$ cat src/logic/ubrc_regs.svh
// bit positions, reset values and divider constants of the async serial block
`ifndef UBRC_REGS_SVH
`define UBRC_REGS_SVH

// ----------------------------------------------------------------------
// mode register fields
// ----------------------------------------------------------------------
`define UBRC_MODE_SRC_BIT   0        // 1: internal generator, 0: ext clock
`define UBRC_MODE_RXE_BIT   6        // receiver enable
`define UBRC_MODE_TXE_BIT   7        // transmitter enable
`define UBRC_MODE_RESET     8'h00

// ----------------------------------------------------------------------
// baud generator control fields
// ----------------------------------------------------------------------
`define UBRC_TAP_MSB        7        // prescaler tap n
`define UBRC_TAP_LSB        4
`define UBRC_DIV_MSB        3        // counter divisor k
`define UBRC_DIV_LSB        0
`define UBRC_BRG_RESET      8'h00
`define UBRC_TAP_BASE       4'h2     // prescaler divides input by 2^(n+2)
`define UBRC_DIV_LAST_BASE  5'h0F    // 5-bit counter wraps after k+16 counts

// ----------------------------------------------------------------------
// error status fields
// ----------------------------------------------------------------------
`define UBRC_ERR_FRM        0        // framing error
`define UBRC_ERR_OVR        1        // overrun error
`define UBRC_ERR_RESET      2'h0

// ----------------------------------------------------------------------
// misc
// ----------------------------------------------------------------------
`define UBRC_LAST_BIT       3'h7     // eighth data bit index
`define UBRC_ERR_WAIT       2'h2     // reference clocks to hold off a read

`endif

$ cat src/logic/ubrc_pkg.sv
// types shared by the async serial block
package ubrc_pkg;

  // transmitter sequence
  typedef enum logic [1:0] {
    UBRC_TX_IDLE  = 2'b00,
    UBRC_TX_START = 2'b01,
    UBRC_TX_DATA  = 2'b10,
    UBRC_TX_STOP  = 2'b11
  } ubrc_tx_state_t;

  // receiver sequence
  typedef enum logic [1:0] {
    UBRC_RX_IDLE  = 2'b00,
    UBRC_RX_START = 2'b01,
    UBRC_RX_DATA  = 2'b10,
    UBRC_RX_STOP  = 2'b11
  } ubrc_rx_state_t;

endpackage

$ cat src/logic/ubrc_top.sv
// async serial block: mode, baud generator, transmitter and receiver
//
// Summary of operation
// - mode rewrite during send blocks later sends
// - send end raises pulse and sticky flag
// - reset empties sender with no done pulse
// - a data write starts a send only when idle, transmitter enabled and not locked
// - unread buffer on arrival flags overrun, persists
// - early read after error raises done anyway
// - buffer read clears errors; next character rewrites them
// - control write restarts divide counter and halver
// - internal rate is fxx/((k+16)*2^(n+3))
// - ext clock rate is fasck/2^(n+6), k zero
`timescale 1ns/1ps
`include "ubrc_regs.svh"

module ubrc_top (
  // clock and reset
  input  wire logic       clk_sys,
  input  wire logic       reset,
  // register writes and reads
  input  wire logic       wr_mode,            // write async_mode_reg
  input  wire logic       wr_baud,            // write baud_gen_ctrl
  input  wire logic       wr_tx,              // write tx_shift_reg
  input  wire logic [7:0] wdata,              // data for any write
  input  wire logic       rd_rx_buffer,       // read strobe of rx_buffer
  input  wire logic       clr_tx_done_flag,   // software clear
  input  wire logic       rx_irq_enable,      // reception interrupt enable
  // register contents and status
  output logic      [7:0] async_mode_reg,
  output logic      [7:0] baud_gen_ctrl,
  output logic      [7:0] rx_buffer,
  output logic      [1:0] rx_error_status,
  output logic            rx_full,            // buffer holds unread data
  output logic            tx_busy,
  output logic            tx_locked,          // sends blocked until reset
  // events
  output logic            tx_done_irq,
  output logic            tx_done_flag,
  output logic            rx_done_irq,
  output logic            rx_err_irq,
  // pins
  input  wire logic       ext_baud_clock_in,
  input  wire logic       rxd,
  output logic            txd
);

  // ----------------------------------------------------------------------
  // pin synchronisers
  // ----------------------------------------------------------------------
  logic [2:0] ext_sync;                       // [0] is metastable stage
  logic [2:0] rxd_sync;                       // [0] is metastable stage

  // third stage feeds the edge detectors and the receiver bit samples
  always_ff @(posedge clk_sys or posedge reset) begin
    if (reset) begin
      ext_sync <= 3'h0;
      rxd_sync <= 3'h7;
    end else begin
      ext_sync <= {ext_sync[1:0], ext_baud_clock_in};
      rxd_sync <= {rxd_sync[1:0], rxd};
    end
  end

  // ----------------------------------------------------------------------
  // control registers
  // ----------------------------------------------------------------------
  logic tx_en;                                // transmitter enabled
  logic rx_en;                                // receiver enabled

  assign tx_en = async_mode_reg[`UBRC_MODE_TXE_BIT];
  assign rx_en = async_mode_reg[`UBRC_MODE_RXE_BIT];

  // plain writes; nibble split is fixed by the generator wiring
  always_ff @(posedge clk_sys or posedge reset) begin
    if (reset) begin
      async_mode_reg <= `UBRC_MODE_RESET;
      baud_gen_ctrl  <= `UBRC_BRG_RESET;
    end else begin
      if (wr_mode)
        async_mode_reg <= wdata;
      if (wr_baud)
        baud_gen_ctrl <= wdata;
    end
  end

  // ----------------------------------------------------------------------
  // baud generator
  // ----------------------------------------------------------------------
  logic prs_tick;                             // reference clock
  logic half_tick;                            // half bit time
  logic bit_tick;                             // full bit time

  ubrc_baud_gen u_baud (
    .clk_sys      (clk_sys),
    .reset        (reset),
    .run          (tx_en | rx_en),
    .use_internal (async_mode_reg[`UBRC_MODE_SRC_BIT]),
    .ext_edge     (ext_sync[2] ^ ext_sync[1]),
    .ctrl_wr      (wr_baud),
    .tap          (baud_gen_ctrl[`UBRC_TAP_MSB:`UBRC_TAP_LSB]),
    .div          (baud_gen_ctrl[`UBRC_DIV_MSB:`UBRC_DIV_LSB]),
    .prs_tick     (prs_tick),
    .half_tick    (half_tick),
    .bit_tick     (bit_tick)
  );

  // ----------------------------------------------------------------------
  // transmitter
  // ----------------------------------------------------------------------
  ubrc_pkg::ubrc_tx_state_t tx_state;         // send sequence
  logic [7:0]               tx_shift_reg;     // outgoing byte
  logic [2:0]               tx_bit;           // data bit index
  logic                     tx_go;            // write accepted

  // writes while busy are dropped; the byte in flight is never torn
  assign tx_go = wr_tx && tx_en && !tx_locked &&
                 (tx_state == ubrc_pkg::UBRC_TX_IDLE);

  // start bit waits for the next bit tick, so latency is up to one bit
  always_ff @(posedge clk_sys or posedge reset) begin
    if (reset) begin
      tx_state     <= ubrc_pkg::UBRC_TX_IDLE;
      tx_shift_reg <= 8'h00;
      tx_bit       <= 3'h0;
      txd          <= 1'b1;
      tx_done_irq  <= 1'b0;
      tx_busy      <= 1'b0;
    end else begin
      tx_done_irq <= 1'b0;
      case (tx_state)
        ubrc_pkg::UBRC_TX_IDLE: begin
          if (tx_go) begin
            tx_shift_reg <= wdata;
            tx_state     <= ubrc_pkg::UBRC_TX_START;
            tx_busy      <= 1'b1;
          end
        end
        ubrc_pkg::UBRC_TX_START: begin
          if (bit_tick) begin
            txd      <= 1'b0;
            tx_bit   <= 3'h0;
            tx_state <= ubrc_pkg::UBRC_TX_DATA;
          end
        end
        ubrc_pkg::UBRC_TX_DATA: begin
          if (bit_tick) begin
            txd          <= tx_shift_reg[0];
            tx_shift_reg <= {1'b0, tx_shift_reg[7:1]};
            tx_bit       <= tx_bit + 3'h1;
            if (tx_bit == `UBRC_LAST_BIT)
              tx_state <= ubrc_pkg::UBRC_TX_STOP;
          end
        end
        ubrc_pkg::UBRC_TX_STOP: begin
          // tx_bit has wrapped to zero: stop bit gets a full bit time
          if (bit_tick && tx_bit == 3'h0) begin
            txd    <= 1'b1;                                  // stop bit out
            tx_bit <= 3'h1;
          end else if (bit_tick) begin
            tx_state    <= ubrc_pkg::UBRC_TX_IDLE;
            tx_busy     <= 1'b0;
            tx_done_irq <= 1'b1;
          end
        end
        default: begin
          tx_state <= ubrc_pkg::UBRC_TX_IDLE;
          txd      <= 1'b1;
        end
      endcase
    end
  end

  // sticky done flag; a new completion beats a clear in the same cycle
  always_ff @(posedge clk_sys or posedge reset) begin
    if (reset)
      tx_done_flag <= 1'b0;
    else if (tx_done_irq)
      tx_done_flag <= 1'b1;
    else if (clr_tx_done_flag)
      tx_done_flag <= 1'b0;
  end

  // mode rewrite mid send wedges the sender; only reset recovers
  always_ff @(posedge clk_sys or posedge reset) begin
    if (reset)
      tx_locked <= 1'b0;
    else if (wr_mode && tx_busy)
      tx_locked <= 1'b1;
  end

  // ----------------------------------------------------------------------
  // receiver
  // ----------------------------------------------------------------------
  ubrc_pkg::ubrc_rx_state_t rx_state;         // receive sequence
  logic [7:0]               rx_shift;         // incoming byte
  logic [2:0]               rx_bit;           // data bit index
  logic                     rx_phase;         // second half of bit
  logic                     rx_evt;           // character complete
  logic                     rx_frm;           // stop bit was low
  logic                     rx_sample;        // mid bit sample point

  assign rx_sample = half_tick && rx_phase;

  // start edge is resolved to one half-bit tick of jitter
  always_ff @(posedge clk_sys or posedge reset) begin
    if (reset) begin
      rx_state <= ubrc_pkg::UBRC_RX_IDLE;
      rx_shift <= 8'h00;
      rx_bit   <= 3'h0;
      rx_phase <= 1'b0;
      rx_evt   <= 1'b0;
      rx_frm   <= 1'b0;
    end else begin
      rx_evt <= 1'b0;
      if (half_tick)
        rx_phase <= ~rx_phase;
      case (rx_state)
        ubrc_pkg::UBRC_RX_IDLE: begin
          if (rx_en && rxd_sync[2] && !rxd_sync[1])
            rx_state <= ubrc_pkg::UBRC_RX_START;
        end
        ubrc_pkg::UBRC_RX_START: begin
          if (half_tick) begin
            rx_phase <= 1'b0;                 // next sample one bit on
            rx_bit   <= 3'h0;
            rx_state <= rxd_sync[2] ? ubrc_pkg::UBRC_RX_IDLE
                                    : ubrc_pkg::UBRC_RX_DATA;
          end
        end
        ubrc_pkg::UBRC_RX_DATA: begin
          if (rx_sample) begin
            rx_shift <= {rxd_sync[2], rx_shift[7:1]};
            rx_bit   <= rx_bit + 3'h1;
            if (rx_bit == `UBRC_LAST_BIT)
              rx_state <= ubrc_pkg::UBRC_RX_STOP;
          end
        end
        ubrc_pkg::UBRC_RX_STOP: begin
          if (rx_sample) begin
            rx_frm   <= !rxd_sync[2];
            rx_evt   <= 1'b1;
            rx_state <= ubrc_pkg::UBRC_RX_IDLE;
          end
        end
        default: rx_state <= ubrc_pkg::UBRC_RX_IDLE;
      endcase
    end
  end

  // buffer, error status and the early-read interrupt leak
  logic [1:0] err_age;                        // reference clocks since error

  always_ff @(posedge clk_sys or posedge reset) begin
    if (reset) begin
      rx_buffer       <= 8'h00;
      rx_full         <= 1'b0;
      rx_error_status <= `UBRC_ERR_RESET;
      rx_done_irq     <= 1'b0;
      rx_err_irq      <= 1'b0;
      err_age         <= 2'h0;
    end else begin
      rx_done_irq <= 1'b0;
      rx_err_irq  <= 1'b0;
      if (prs_tick && err_age != `UBRC_ERR_WAIT)
        err_age <= err_age + 2'h1;
      if (rx_evt) begin
        // arrival wins over a read in the same cycle
        rx_buffer <= rx_shift;
        rx_full   <= 1'b1;
        rx_error_status[`UBRC_ERR_FRM] <= rx_frm;
        rx_error_status[`UBRC_ERR_OVR] <= rx_full &&
          !rd_rx_buffer;
        err_age <= 2'h0;
        if (rx_frm || (rx_full && !rd_rx_buffer))
          rx_err_irq <= 1'b1;
        else
          rx_done_irq <= rx_irq_enable;
      end else if (rd_rx_buffer) begin
        rx_full         <= 1'b0;
        rx_error_status <= `UBRC_ERR_RESET;
        // read too soon after an error leaks a done interrupt
        if (rx_error_status != `UBRC_ERR_RESET &&
            err_age != `UBRC_ERR_WAIT)
          rx_done_irq <= 1'b1;
      end
    end
  end
endmodule

$ cat src/logic/ubrc_baud_gen.sv
// prescaler, 5-bit divide counter and divide-by-two stage
`timescale 1ns/1ps
`include "ubrc_regs.svh"

module ubrc_baud_gen #(
  parameter int PRS_W = 14                // prescaler counter width
) (
  // clock and reset
  input  wire logic       clk_sys,
  input  wire logic       reset,
  // control
  input  wire logic       run,            // tx or rx enabled
  input  wire logic       use_internal,   // source select
  input  wire logic       ext_edge,       // either edge of ext clock
  input  wire logic       ctrl_wr,        // control register written
  input  wire logic [3:0] tap,            // prescaler tap n
  input  wire logic [3:0] div,            // counter divisor k
  // ticks
  output logic            prs_tick,       // reference clock
  output logic            half_tick,      // half bit
  output logic            bit_tick        // full bit
);

  // ----------------------------------------------------------------------
  // state
  // ----------------------------------------------------------------------
  logic [PRS_W-1:0] prs_cnt;              // free prescaler
  logic [4:0]       div_cnt;              // 5-bit counter
  logic             div2;                 // divide-by-two stage
  logic             prs_in;               // prescaler input event
  logic             prs_hit;              // prescaler tap reached

  // mask of the low n+2 bits of the prescaler
  function automatic logic [PRS_W-1:0] tap_mask(input logic [3:0] n);
    logic [PRS_W:0] one_hot;
    one_hot  = '0;
    one_hot[n + `UBRC_TAP_BASE] = 1'b1;
    tap_mask = PRS_W'(one_hot - 1'b1);
  endfunction

  // both ext edges count, so ext mode yields fasck/2^(n+1) like the table
  assign prs_in  = use_internal | ext_edge;
  assign prs_hit = prs_in && ((prs_cnt & tap_mask(tap)) == tap_mask(tap));

  // prescaler: one input event per clk in internal mode
  always_ff @(posedge clk_sys or posedge reset) begin
    if (reset) begin
      prs_cnt  <= '0;
      prs_tick <= 1'b0;
    end else if (!run) begin
      prs_cnt  <= '0;
      prs_tick <= 1'b0;
    end else begin
      if (prs_in)
        prs_cnt <= prs_cnt + 1'b1;
      prs_tick <= prs_hit;
    end
  end

  // divide counter k+16 and halver; a control write restarts both
  always_ff @(posedge clk_sys or posedge reset) begin
    if (reset) begin
      div_cnt   <= 5'h00;
      div2      <= 1'b0;
      half_tick <= 1'b0;
      bit_tick  <= 1'b0;
    end else if (!run || ctrl_wr) begin
      div_cnt   <= 5'h00;
      div2      <= 1'b0;
      half_tick <= 1'b0;
      bit_tick  <= 1'b0;
    end else begin
      half_tick <= 1'b0;
      bit_tick  <= 1'b0;
      if (prs_tick) begin
        if (div_cnt == ({1'b0, div} + `UBRC_DIV_LAST_BASE)) begin
          div_cnt   <= 5'h00;
          half_tick <= 1'b1;
          div2      <= ~div2;
          bit_tick  <= div2;
        end else begin
          div_cnt <= div_cnt + 5'h01;
        end
      end
    end
  end
endmodule

$ cat config.mk
export PLATFORM = sky130hd
export DESIGN_NAME = ubrc_top
export DESIGN_NICKNAME = d
export VERILOG_FILES = /design/src/logic/ubrc_pkg.sv /design/src/logic/ubrc_top.sv /design/src/logic/ubrc_baud_gen.sv
export VERILOG_INCLUDE_DIRS = /design/src /design/src/logic
export SDC_FILE = /design/constraint.sdc
export NUM_CORES = 1
export LEC_CHECK = 0
export ABC_AREA = 1
export BUFFER_PORTS_ARGS = -buffer_cell sky130_fd_sc_hd__buf_2
export CORE_UTILIZATION = 59
export CTS_BUF_LIST = sky130_fd_sc_hd__clkbuf_4 sky130_fd_sc_hd__clkbuf_8 sky130_fd_sc_hd__clkbuf_16
export DETAILED_ROUTE_END_ITERATION = 16
export PLACE_DENSITY = 0.76
export SLEW_MARGIN = 20
export SYNTH_ARGS = -nofsm -noshare
export SYNTH_HDL_FRONTEND = slang
export SYNTH_HIERARCHICAL = 1
export SYNTH_SLANG_ARGS = --single-unit
$ cat constraint.sdc
create_clock -name clk_sys -period 3.1 [get_ports clk_sys]
set_clock_uncertainty 0.2 [all_clocks]
set_input_delay 0.62 -clock clk_sys [delete_from_list [all_inputs] [get_ports clk_sys]]
set_output_delay 0.62 -clock clk_sys [all_outputs]
set_load 0.05 [all_outputs]
### Word level (Yosys, flattened, before mapping)

Index checks and enable logic that the tools add are counted.

* memory bits (writable): 0
* bits of input ports: 18
* logic and storage cells: 182
* memories: 0
* output and inout port bits: 34
* memory bits (read-only): 0
* bits in latches: 0
* register bits after elaboration: 94

* bitwise operators: 6
* $lt $le $gt $ge: 2
* muxes and demuxes: 70
* $add $sub $neg: 8
* equality and inequality tests: 24
* multiply operators: 0
* divide/modulo/power cells: 0
* shifts and indexed selects: 0
* reductions and logical operators: 42

Operators by type and width (number)
* $mux W1: 34
* $mux W2: 16
* $mux W14: 2
* $ne A2 B2 Y1 const B: 10
* $reduce_bool A2 Y1: 9
* $mux W8: 2
* $pmux W2 S4: 2
* $pmux W8 S2: 1
* $mux W3: 5
* $mux W5: 3
* $add A14 B1 Y14 const B: 1
* $and A14 B14 Y14: 1
* $eq A14 B14 Y1: 1
* $sub A14 B1 Y14 const B: 1
* $logic_and A1 B1 Y1: 13
* $pmux W3 S3: 1
* $eq A2 B2 Y1 const B: 4
* $ne A2 B1 Y1 const B: 4
* $reduce_and A4 Y1: 2
* $add A3 B1 Y3 const B: 2
* $eq A3 B3 Y1 const B: 2
* $pmux W3 S2: 1
* $reduce_and A2 Y1: 3
* $reduce_and A3 Y1: 2
* 21 further kinds: 30

### Logic depth before layout (Yosys ltp)

Gate-level depths: netlist of the first run.

* depth after elaboration: 10
* gate-level depth with buffers: 14
* depth with buffers taken out: 14

### Hierarchy

Netlist of the first run, hierarchy kept.

By module, submodules not included
* ubrc_top: area an instance 3113.0 um2, cells each 294, times used 1
* ubrc_baud_gen: area an instance 1612.8 um2, cells each 235, times used 1

### Worst setup path after synthesis of the first run

Ideal clock, no wire load.

* path type: register to register
* start: register baud_gen_ctrl[5]
* end: register u_baud.prs_tick
* setup slack: 0.642 ns
* clock period less this slack: 2.458 ns
* cell stages (with the launch flop): 13
* arrival: 2.177 ns
* required time: 2.820 ns
* buffers on the path: 0
* cells stage by stage: dfrtp_1 ha_1 inv_2 nand3_1 inv_1 nand3_1 ha_1 o21ai_1 nor2_1 nand3_1 nor2_1 nand2_1 nor3_2

* cells in the longest elaborated chain, start to end: 10
* elaborated cells between the ends (all ways): 11
* those cells by class: add/sub: 2; order compare: 2; eq/ne: 1; mux: 3; bitwise: 1; reduce/logical: 2

RTL lines
* start, declared: line ubrc_top.sv:31 `output logic [7:0] baud_gen_ctrl,`
* start signal, assigned: line ubrc_top.sv:78 `` baud_gen_ctrl <= `UBRC_BRG_RESET; ``
* start signal, assigned: line ubrc_top.sv:83 `baud_gen_ctrl <= wdata;`
* $add A4 B2 Y4 (no line) *
* $lt A4 B5 Y1 / $ge A4 B1 Y1 (equally long branches): line ubrc_baud_gen.sv:37 `` one_hot[n + `UBRC_TAP_BASE] = 1'b1; ``
* $logic_and A1 B1 Y1: line ubrc_baud_gen.sv:37
* $mux W1: line ubrc_baud_gen.sv:37
* $demux W1 S4 *
* $sub A14 B1 Y14 *: line ubrc_baud_gen.sv:38 `tap_mask = PRS_W'(one_hot - 1'b1);`
* $and A14 B14 Y14: line ubrc_baud_gen.sv:43 `assign prs_hit = prs_in && ((prs_cnt & tap_mask(tap)) == tap_mask(tap));`
* $eq A14 B14 Y1 *: line ubrc_baud_gen.sv:43
* $logic_and A1 B1 Y1 *: line ubrc_baud_gen.sv:43
* $mux W1 *: line ubrc_baud_gen.sv:50 `end else if (!run) begin`
* end signal, assigned: line ubrc_baud_gen.sv:56 `prs_tick <= prs_hit;`
* end, declared: line ubrc_baud_gen.sv:19 `output logic prs_tick,`

Mark *: on every way between the ends. The rest lies on a longest branch, timed or not.
A chain may end at the register's enable or synchronous reset.

### Worst setup path after layout of the first run

Same ends and word-level chain as after synthesis.

==> results of run 1 <==
kinds of logic (layout without fill, tap and decap cells):
kind of cell	Yosys count	in the layout	synth area share [%]
simple gates	236	236	22.2
xor+xnor	8	8	1.48
flops	94	94	49.9
mux	23	23	5.27
buf+inv	75	135	7.02
fa+ha+maj	18	18	4.77
compound gates	75	75	9.35
power groups by stage:
stage	Sequential, W	Combinational, W	Clock, W
3_5_place_dp	0.00134	0.000385	0
5_1_grt	0.00133	0.000433	0.000860
4_1_cts	0.00132	0.000387	0.000804
6_report	0.00132	0.000384	0.000781
3_3_place_gp	0.00134	0.000374	0
2_1_floorplan	0.00140	0.000226	0
per-stage QoR:
step	area (sq um)	instances	power [W]	setup slack [ns]
after floorplan	4730	529	0.00163	0.490
after global placement	5050	675	0.00172	0.648
after detailed placement	5050	675	0.00173	0.593
after CTS	5240	691	0.00251	0.559
after global routing	5240	691	0.00262	0.352
final	5240	691	0.00248	0.551
final cells by class:
cell class                 count  area share [%]
clock buffer                   9            2.37
clock inverter                 7            1.22
inverter                      64            4.63
multi-input combinational    360            38.9
sequential                    94            45.0
tap                          102            2.44
timing repair buffer          55            5.45
routing by layer:
layer | GRT usage (%) | up-vias | share of wire, %
met4 | 8.86 | 0 | 1.4
met2 | 41.2 | 61 | 50
li1 | - | 1836 | -
met5 | 0 | - | 0
met3 | 3.27 | 11 | 2.7
met1 | 30.4 | 1712 | 46
path summary, 6_finish.rpt:
path                                   from               to  depth (start not counted)
setup / recovery           baud_gen_ctrl[5]  u_baud/prs_tick                         11
hold / removal                          rxd      rxd_sync[0]                          1
setup reg to reg           baud_gen_ctrl[5]  u_baud/prs_tick                         11
hold reg to reg                 ext_sync[0]      ext_sync[1]                          0
max in group asynchronous             reset              txd                          3
min in group asynchronous             reset  tx_shift_reg[0]                          2
cells in the mapped netlist, types with 3 or more instances:
| master | number | area, sq um |
|---|---|---|
| a21oi_1 | 15 | 75.1 |
| buf_2 | 4 | 20.0 |
| buf_4 | 3 | 22.5 |
| dfrtp_1 | 90 | 2250 |
| dfstp_2 | 4 | 105 |
| ha_1 | 18 | 225 |
| inv_1 | 56 | 210 |
| inv_2 | 6 | 22.5 |
| mux2_2 | 14 | 158 |
| mux2i_1 | 8 | 80.1 |
| nand2_1 | 124 | 465 |
| nand2_2 | 7 | 43.8 |
| nand3_1 | 29 | 145 |
| nand4_1 | 13 | 81.3 |
| nor2_1 | 44 | 165 |
| nor2_2 | 3 | 18.8 |
| nor3_1 | 6 | 30.0 |
| o21ai_0 | 27 | 135 |
| o21ai_1 | 15 | 75.1 |
| o21ai_2 | 10 | 87.6 |
| xor2_1 | 7 | 61.3 |
worst reg2reg max path, stage by stage (launching register included):
cell and delay, ns:
dfrtp_1 0.53, ha_1 0.45, inv_2 0.16, nand3_1 0.12
inv_1 0.09, nand3_1 0.07, ha_1 0.28, nand2_1 0.17
o21ai_0 0.11, nand3_1 0.09, nand3_1 0.11, nor3_2 0.11
==> out/metrics.cfg, run 1 <==
[pwr]
ir_drop_mv=0.294
p_sw_share_pct=31.5
p_int_w=0.00170
powerDensity_nw_per_um2=474
p_comb_share_pct=15.5
p_leak_nw=2.59
p_clk_share_pct=31.4
pwr-share-seq_pct=53.1
power_switching_w=0.000783

[clocking]
cts_made_buffers=9
cts.sinks=94
htree_levels=3
clk_pin_slew_ns=0.10
clock_path_buffers=2
postCtsSetupBuffers=0
cts_hold_buffers=0
cts_resized=0
insertion_delay_ns=0.36
root_buffer=clkbuf_8
cts_tree=yes

[final_layout]
areaGrowthSynthToFinish_pct=10.8
regArea_sq_um=2360
multi_input_area_sq_um=2040
antenna_cells=0
fin_util_pct=67.8
largest_reg_flops=14
mostFrequentLayoutCell=nand2_1
final_cell_mix=nand2_1, dfrtp_1, inv_1, buf_2, nor2_1
fill_cells=624
drive_above_1_share_pct=21.7
nets=620
top_register=u_baud/prs_cnt

[run_status]
status=complete, no violations

[floorplan]
die_x_microns=91.5
rows=32
die_area_sq_um=8370
start_util_pct=61.2
core_area_sq_um=7730
die_h_microns=91.5
ios=52

[worst_setup_path]
cpLargestDelayFamily=adder cells
crit_path_end_kind=flop
crit_type=reg -> reg
crit_buf_inv=2
start_kind=flop
cp_slowest_stage_delay_ns=0.53
path_cells=ha_1 > inv_2 > nand3_1 > inv_1 > nand3_1 > ha_1 > nand2_1 > o21ai_0 > nand3_1 > nand3_1 > nor3_2
cp.arrival_ns=2.64
cp_max_fo=11
required_ns=3.19
r2r_slack_ns=0.55
cp_common_cell=nand3_1
cpMaxStageDelayCell=dfrtp_1

[timing]
final-setup-viol-count=0
worst_pin_slew_ns=0.858
fin_hold_ws_ns=0.151
max_freq_mhz=392
post-route-period-util_pct=82.2
hold_viol=0
tns_ns=0
rsz0062_at_grt=no
drv_slew=0
slew_headroom_pct=42.8
period_needed_ns=2.55

[grt]
grt_max_degree=36
first_global_vias=3537
antenna_found_initial=0
grt.overflow.total=0
grt_pass1_wl_microns=15700
track_usage_pct=23.8

[routing]
vias_per_cell=5.24
vias=3620
drt_first_pass_iters=4
wirelength_microns=8880
drtIter0Drc=174
wl_per_cell_microns=12.9
antenna_left=0
drc=0

[yosys]
synth_edf_count=0
ys.flop_type=dfrtp_1
synth_nets=565
ys_seq_area_share_pct=49.9
synth.distinct_cells=42
synth.avg_cell_area_sq_um=8.93
postSynthCellCount=529
ys_async_sr_fraction_pct=100
ys_ff_latch=94
ys_warn_count=6
synth.cell_area_sq_um=4730

[run]
drv_cap=0

[worst_hold_path]
hold_class=in -> reg

[placement]
io_buffers=51
gp_congestion=0.900
dp_hpwl_microns=6650

Power figures use the tool's default switching activity.
==> run 2, diff against run 1 <==
--- a/config.mk
+++ b/config.mk
@@ -6,12 +6,12 @@
 export SDC_FILE = /design/constraint.sdc
 export NUM_CORES = 1
 export LEC_CHECK = 0
-export ABC_AREA = 1
+export ABC_AREA = 0
 export BUFFER_PORTS_ARGS = -buffer_cell sky130_fd_sc_hd__buf_2
-export CORE_UTILIZATION = 59
+export CORE_UTILIZATION = 58
 export CTS_BUF_LIST = sky130_fd_sc_hd__clkbuf_4 sky130_fd_sc_hd__clkbuf_8 sky130_fd_sc_hd__clkbuf_16
 export DETAILED_ROUTE_END_ITERATION = 16
-export PLACE_DENSITY = 0.76
+export PLACE_DENSITY = 0.75
 export SLEW_MARGIN = 20
 export SYNTH_ARGS = -nofsm -noshare
 export SYNTH_HDL_FRONTEND = slang
==> constraint.sdc (replaced) <==
create_clock -name clk_sys -period 2.5 [get_ports clk_sys]
set_clock_uncertainty 0.2 [all_clocks]
set_input_delay 0.5 -clock clk_sys [delete_from_list [all_inputs] [get_ports clk_sys]]
set_output_delay 0.5 -clock clk_sys [all_outputs]
set_load 0.05 [all_outputs]
==> out/metrics.cfg, run 2 <==
[routing]
wl_per_cell_microns=15.0  ; was 12.9 microns
drtIter0Drc=173  ; was 174
drt_first_pass_iters=4  ; unchanged
vias=3314  ; was 3620
antenna_left=0  ; unchanged
wirelength_microns=8890  ; was 8880 microns
drc=0  ; unchanged
vias_per_cell=5.58  ; was 5.24

[final_layout]
nets=523  ; was 620
multi_input_area_sq_um=2210  ; was 2040 sq um
final_cell_mix=dfrtp_1, buf_2, mux2_2, nor2_1, nand2_1  ; was nand2_1, dfrtp_1, inv_1, buf_2, nor2_1
fill_cells=571  ; was 624
antenna_cells=0  ; unchanged
top_register=u_baud/prs_cnt  ; unchanged
areaGrowthSynthToFinish_pct=15.9  ; was 10.8%
drive_above_1_share_pct=27.0  ; was 21.7%
largest_reg_flops=14  ; unchanged
instances_no_fill=594  ; was 691
mostFrequentLayoutCell=dfrtp_1  ; was nand2_1
design_area_sq_um=5360  ; was 5240 sq um
regArea_sq_um=2360  ; about the same

[pwr]
p_leak_nw=2.53  ; was 2.59 nW
p_comb_share_pct=17.0  ; was 15.5%
p_clk_share_pct=33.1  ; was 31.4%
power_switching_w=0.000953  ; was 0.000783 W
powerDensity_nw_per_um2=632  ; was 474 nW/um^2
p_int_w=0.00244  ; was 0.00170 W
pwr-share-seq_pct=49.8  ; was 53.1%
p_sw_share_pct=28.1  ; was 31.5%
ir_drop_mv=0.486  ; was 0.294 mV

[yosys]
ys.flop_type=dfrtp_1  ; unchanged
ys_async_sr_fraction_pct=100  ; unchanged
synth.avg_cell_area_sq_um=10.8  ; was 8.93 sq um
synth_nets=464  ; was 565
ys_warn_count=6  ; unchanged
postSynthCellCount=428  ; was 529
ys_seq_area_share_pct=50.9  ; was 49.9%
yosysTopAreaCell=dfrtp_1  ; unchanged
synth_edf_count=0  ; unchanged
ys_ff_latch=94  ; unchanged
synthTopCellsByArea=dfrtp_1, mux2_2, ha_1  ; was dfrtp_1, nand2_1, ha_1
synthTopCellsByCount=dfrtp_1, mux2_2, nand2_1, nor2_1, a21oi_1  ; was nand2_1, dfrtp_1, inv_1
synth.cell_area_sq_um=4630  ; was 4730 sq um
synth.distinct_cells=55  ; was 42
yosysTopAreaCellShare_pct=48.6  ; was 47.7%
synth_most_common_cell=dfrtp_1  ; was nand2_1

[run_status]
status=complete, no violations  ; unchanged

[grt]
antenna_found_initial=0  ; unchanged
grt_pass1_wl_microns=15200  ; was 15700 microns
grt_max_degree=72  ; was 36
track_usage_pct=23.2  ; was 23.8%
grt.overflow.total=0  ; unchanged
first_global_vias=3394  ; was 3537

[timing]
period_needed_ns=2.42  ; was 2.55 ns
slew_headroom_pct=38.7  ; was 42.8%
drv_slew=0  ; unchanged
post-route-period-util_pct=97.0  ; was 82.2%
worst_pin_slew_ns=0.920  ; was 0.858 ns
max_freq_mhz=412  ; was 392 MHz
rsz0062_at_grt=yes  ; was no
final-setup-viol-count=0  ; unchanged
hold_viol=0  ; unchanged
tns_ns=0  ; unchanged

[worst_setup_path]
start_kind=flop  ; unchanged
crit_type=reg -> reg  ; unchanged
cp.arrival_ns=2.46  ; was 2.64 ns
crit_path_end_kind=flop  ; unchanged
cp_max_fo=5  ; was 11
required_ns=2.54  ; was 3.19 ns

[floorplan]
rows=32  ; unchanged
core_area_sq_um=7730  ; unchanged
die_h_microns=91.3  ; was 91.5 microns
die_x_microns=91.3  ; was 91.5 microns
start_util_pct=59.9  ; was 61.2%
die_area_sq_um=8340  ; was 8370 sq um
ios=52  ; unchanged

[clocking]
clk_pin_slew_ns=0.09  ; was 0.10 ns
root_buffer=clkbuf_8  ; unchanged
htree_levels=3  ; unchanged
insertion_delay_ns=0.35  ; was 0.36 ns
cts_made_buffers=9  ; unchanged
cts.sinks=94  ; unchanged
cts_tree=yes  ; unchanged
clock_path_buffers=2  ; unchanged

[worst_hold_path]
hold_class=in -> reg  ; unchanged

[run]
drv_cap=0  ; unchanged

[placement]
dpl_cell_area_sq_um=5070  ; was 5050 sq um
gp_congestion=0.915  ; was 0.900
dp_hpwl_microns=6310  ; was 6650 microns
io_buffers=51  ; unchanged
dp.cells=575  ; was 675

## run 2: cell types whose count changed after synthesis, moves of 14 or more
cell	change
inv_1	-40
mux2_2	+17
nand2_1	-94
nand3_1	-17
nor2_1	-14
o21ai_1	-14
xnor2_1	+14
## run 2: power groups by stage
stage	Combinational (W)	Sequential, W	Clock (W)
3_5_place_dp	0.000550	0.00172	0
5_1_grt	0.000639	0.00170	0.00121
2_1_floorplan	0.000335	0.00178	0
4_1_cts	0.000568	0.00169	0.00116
6_report	0.000577	0.00169	0.00112
3_3_place_gp	0.000531	0.00171	0
## run 2: timing repair
| action | CTS | global route |
|---|---|---|
| setup endpoints to repair | 1 | 1 |
| hold buffers | 1 | 0 |
| gates cloned | 0 | 0 |
| pin swaps | 7 | 1 |
| hold endpoints to repair | 23 | 0 |
| buffers inserted | 1 | 1 |
| gates resized for setup | 5 | 3 |
## run 2: cell families after synthesis
logic type	Yosys count	share of synthesized area, %
AO/OA/AOI/OAI	74	10.1
adder cells (fa/ha/maj)	18	4.86
AND/OR/NAND/NOR	144	16.8
buffers and inverters	33	3.03
XOR/XNOR	22	4.16
multiplexers	43	10.2
flip-flops	94	50.9
## run 2: path summary, 6_finish.rpt
kind | start | to | slack (ns) | depth (start not counted)
min | rxd | rxd_sync[0] | 0.04 | 1
max reg2reg | baud_gen_ctrl[5] | u_baud/prs_tick | 0.08 | 9
min in group asynchronous | reset | u_baud/prs_cnt[9] | 0.55 | 4
max | baud_gen_ctrl[5] | u_baud/prs_tick | 0.08 | 9
max in group asynchronous | reset | txd | 1.19 | 4
min reg2reg | rxd_sync[0] | rxd_sync[1] | 0.17 | 0
## run 2: worst max-delay path, stage by stage, from the launching register on
cell and delay, ns:
dfrtp_2 0.44, ha_4 0.26, nor2b_4 0.15, nand3_2 0.11
ha_4 0.19, nor2_1 0.24, mux2i_1 0.12, or3_1 0.31
a31oi_1 0.21, nor4_2 0.07
## run 2: area by class of cell
type | count | area share [%]
flip-flops and latches | 94 | 44.0
multi-input cells | 301 | 41.2
repair buffers | 65 | 7.07
clock buffers | 11 | 2.71
well taps | 102 | 2.38
clock inverters | 5 | 1.56
inverters | 16 | 1.12
## run 2: per-layer routing
layer | part of all wire, % | vias to the layer above | wire length [microns] | GRT usage (%)
met3 | 3.9 | 8 | 347 | 6.11
met2 | 51 | 75 | 4560 | 40.9
met4 | 1.1 | 0 | 97 | 6.88
li1 | - | 1608 | - | -
met1 | 44 | 1623 | 3880 | 27.8
met5 | 0 | - | 0 | 0
## run 2: per-stage QoR
stage | util (%) | power, W | hold slack [ns] | setup slack, ns
3_3_place_gp | 65.7 | 0.00225 | 0.135 | 0.0790
6_report | 69.4 | 0.00339 | 0.0412 | 0.0754
5_1_grt | 69.4 | 0.00355 | 0.0135 | -0.0380
2_1_floorplan | - | 0.00211 | 0.131 | -0.194
4_1_cts | 69.2 | 0.00342 | 0.0213 | -0.0107
3_5_place_dp | 65.7 | 0.00227 | 0.146 | -0.0100
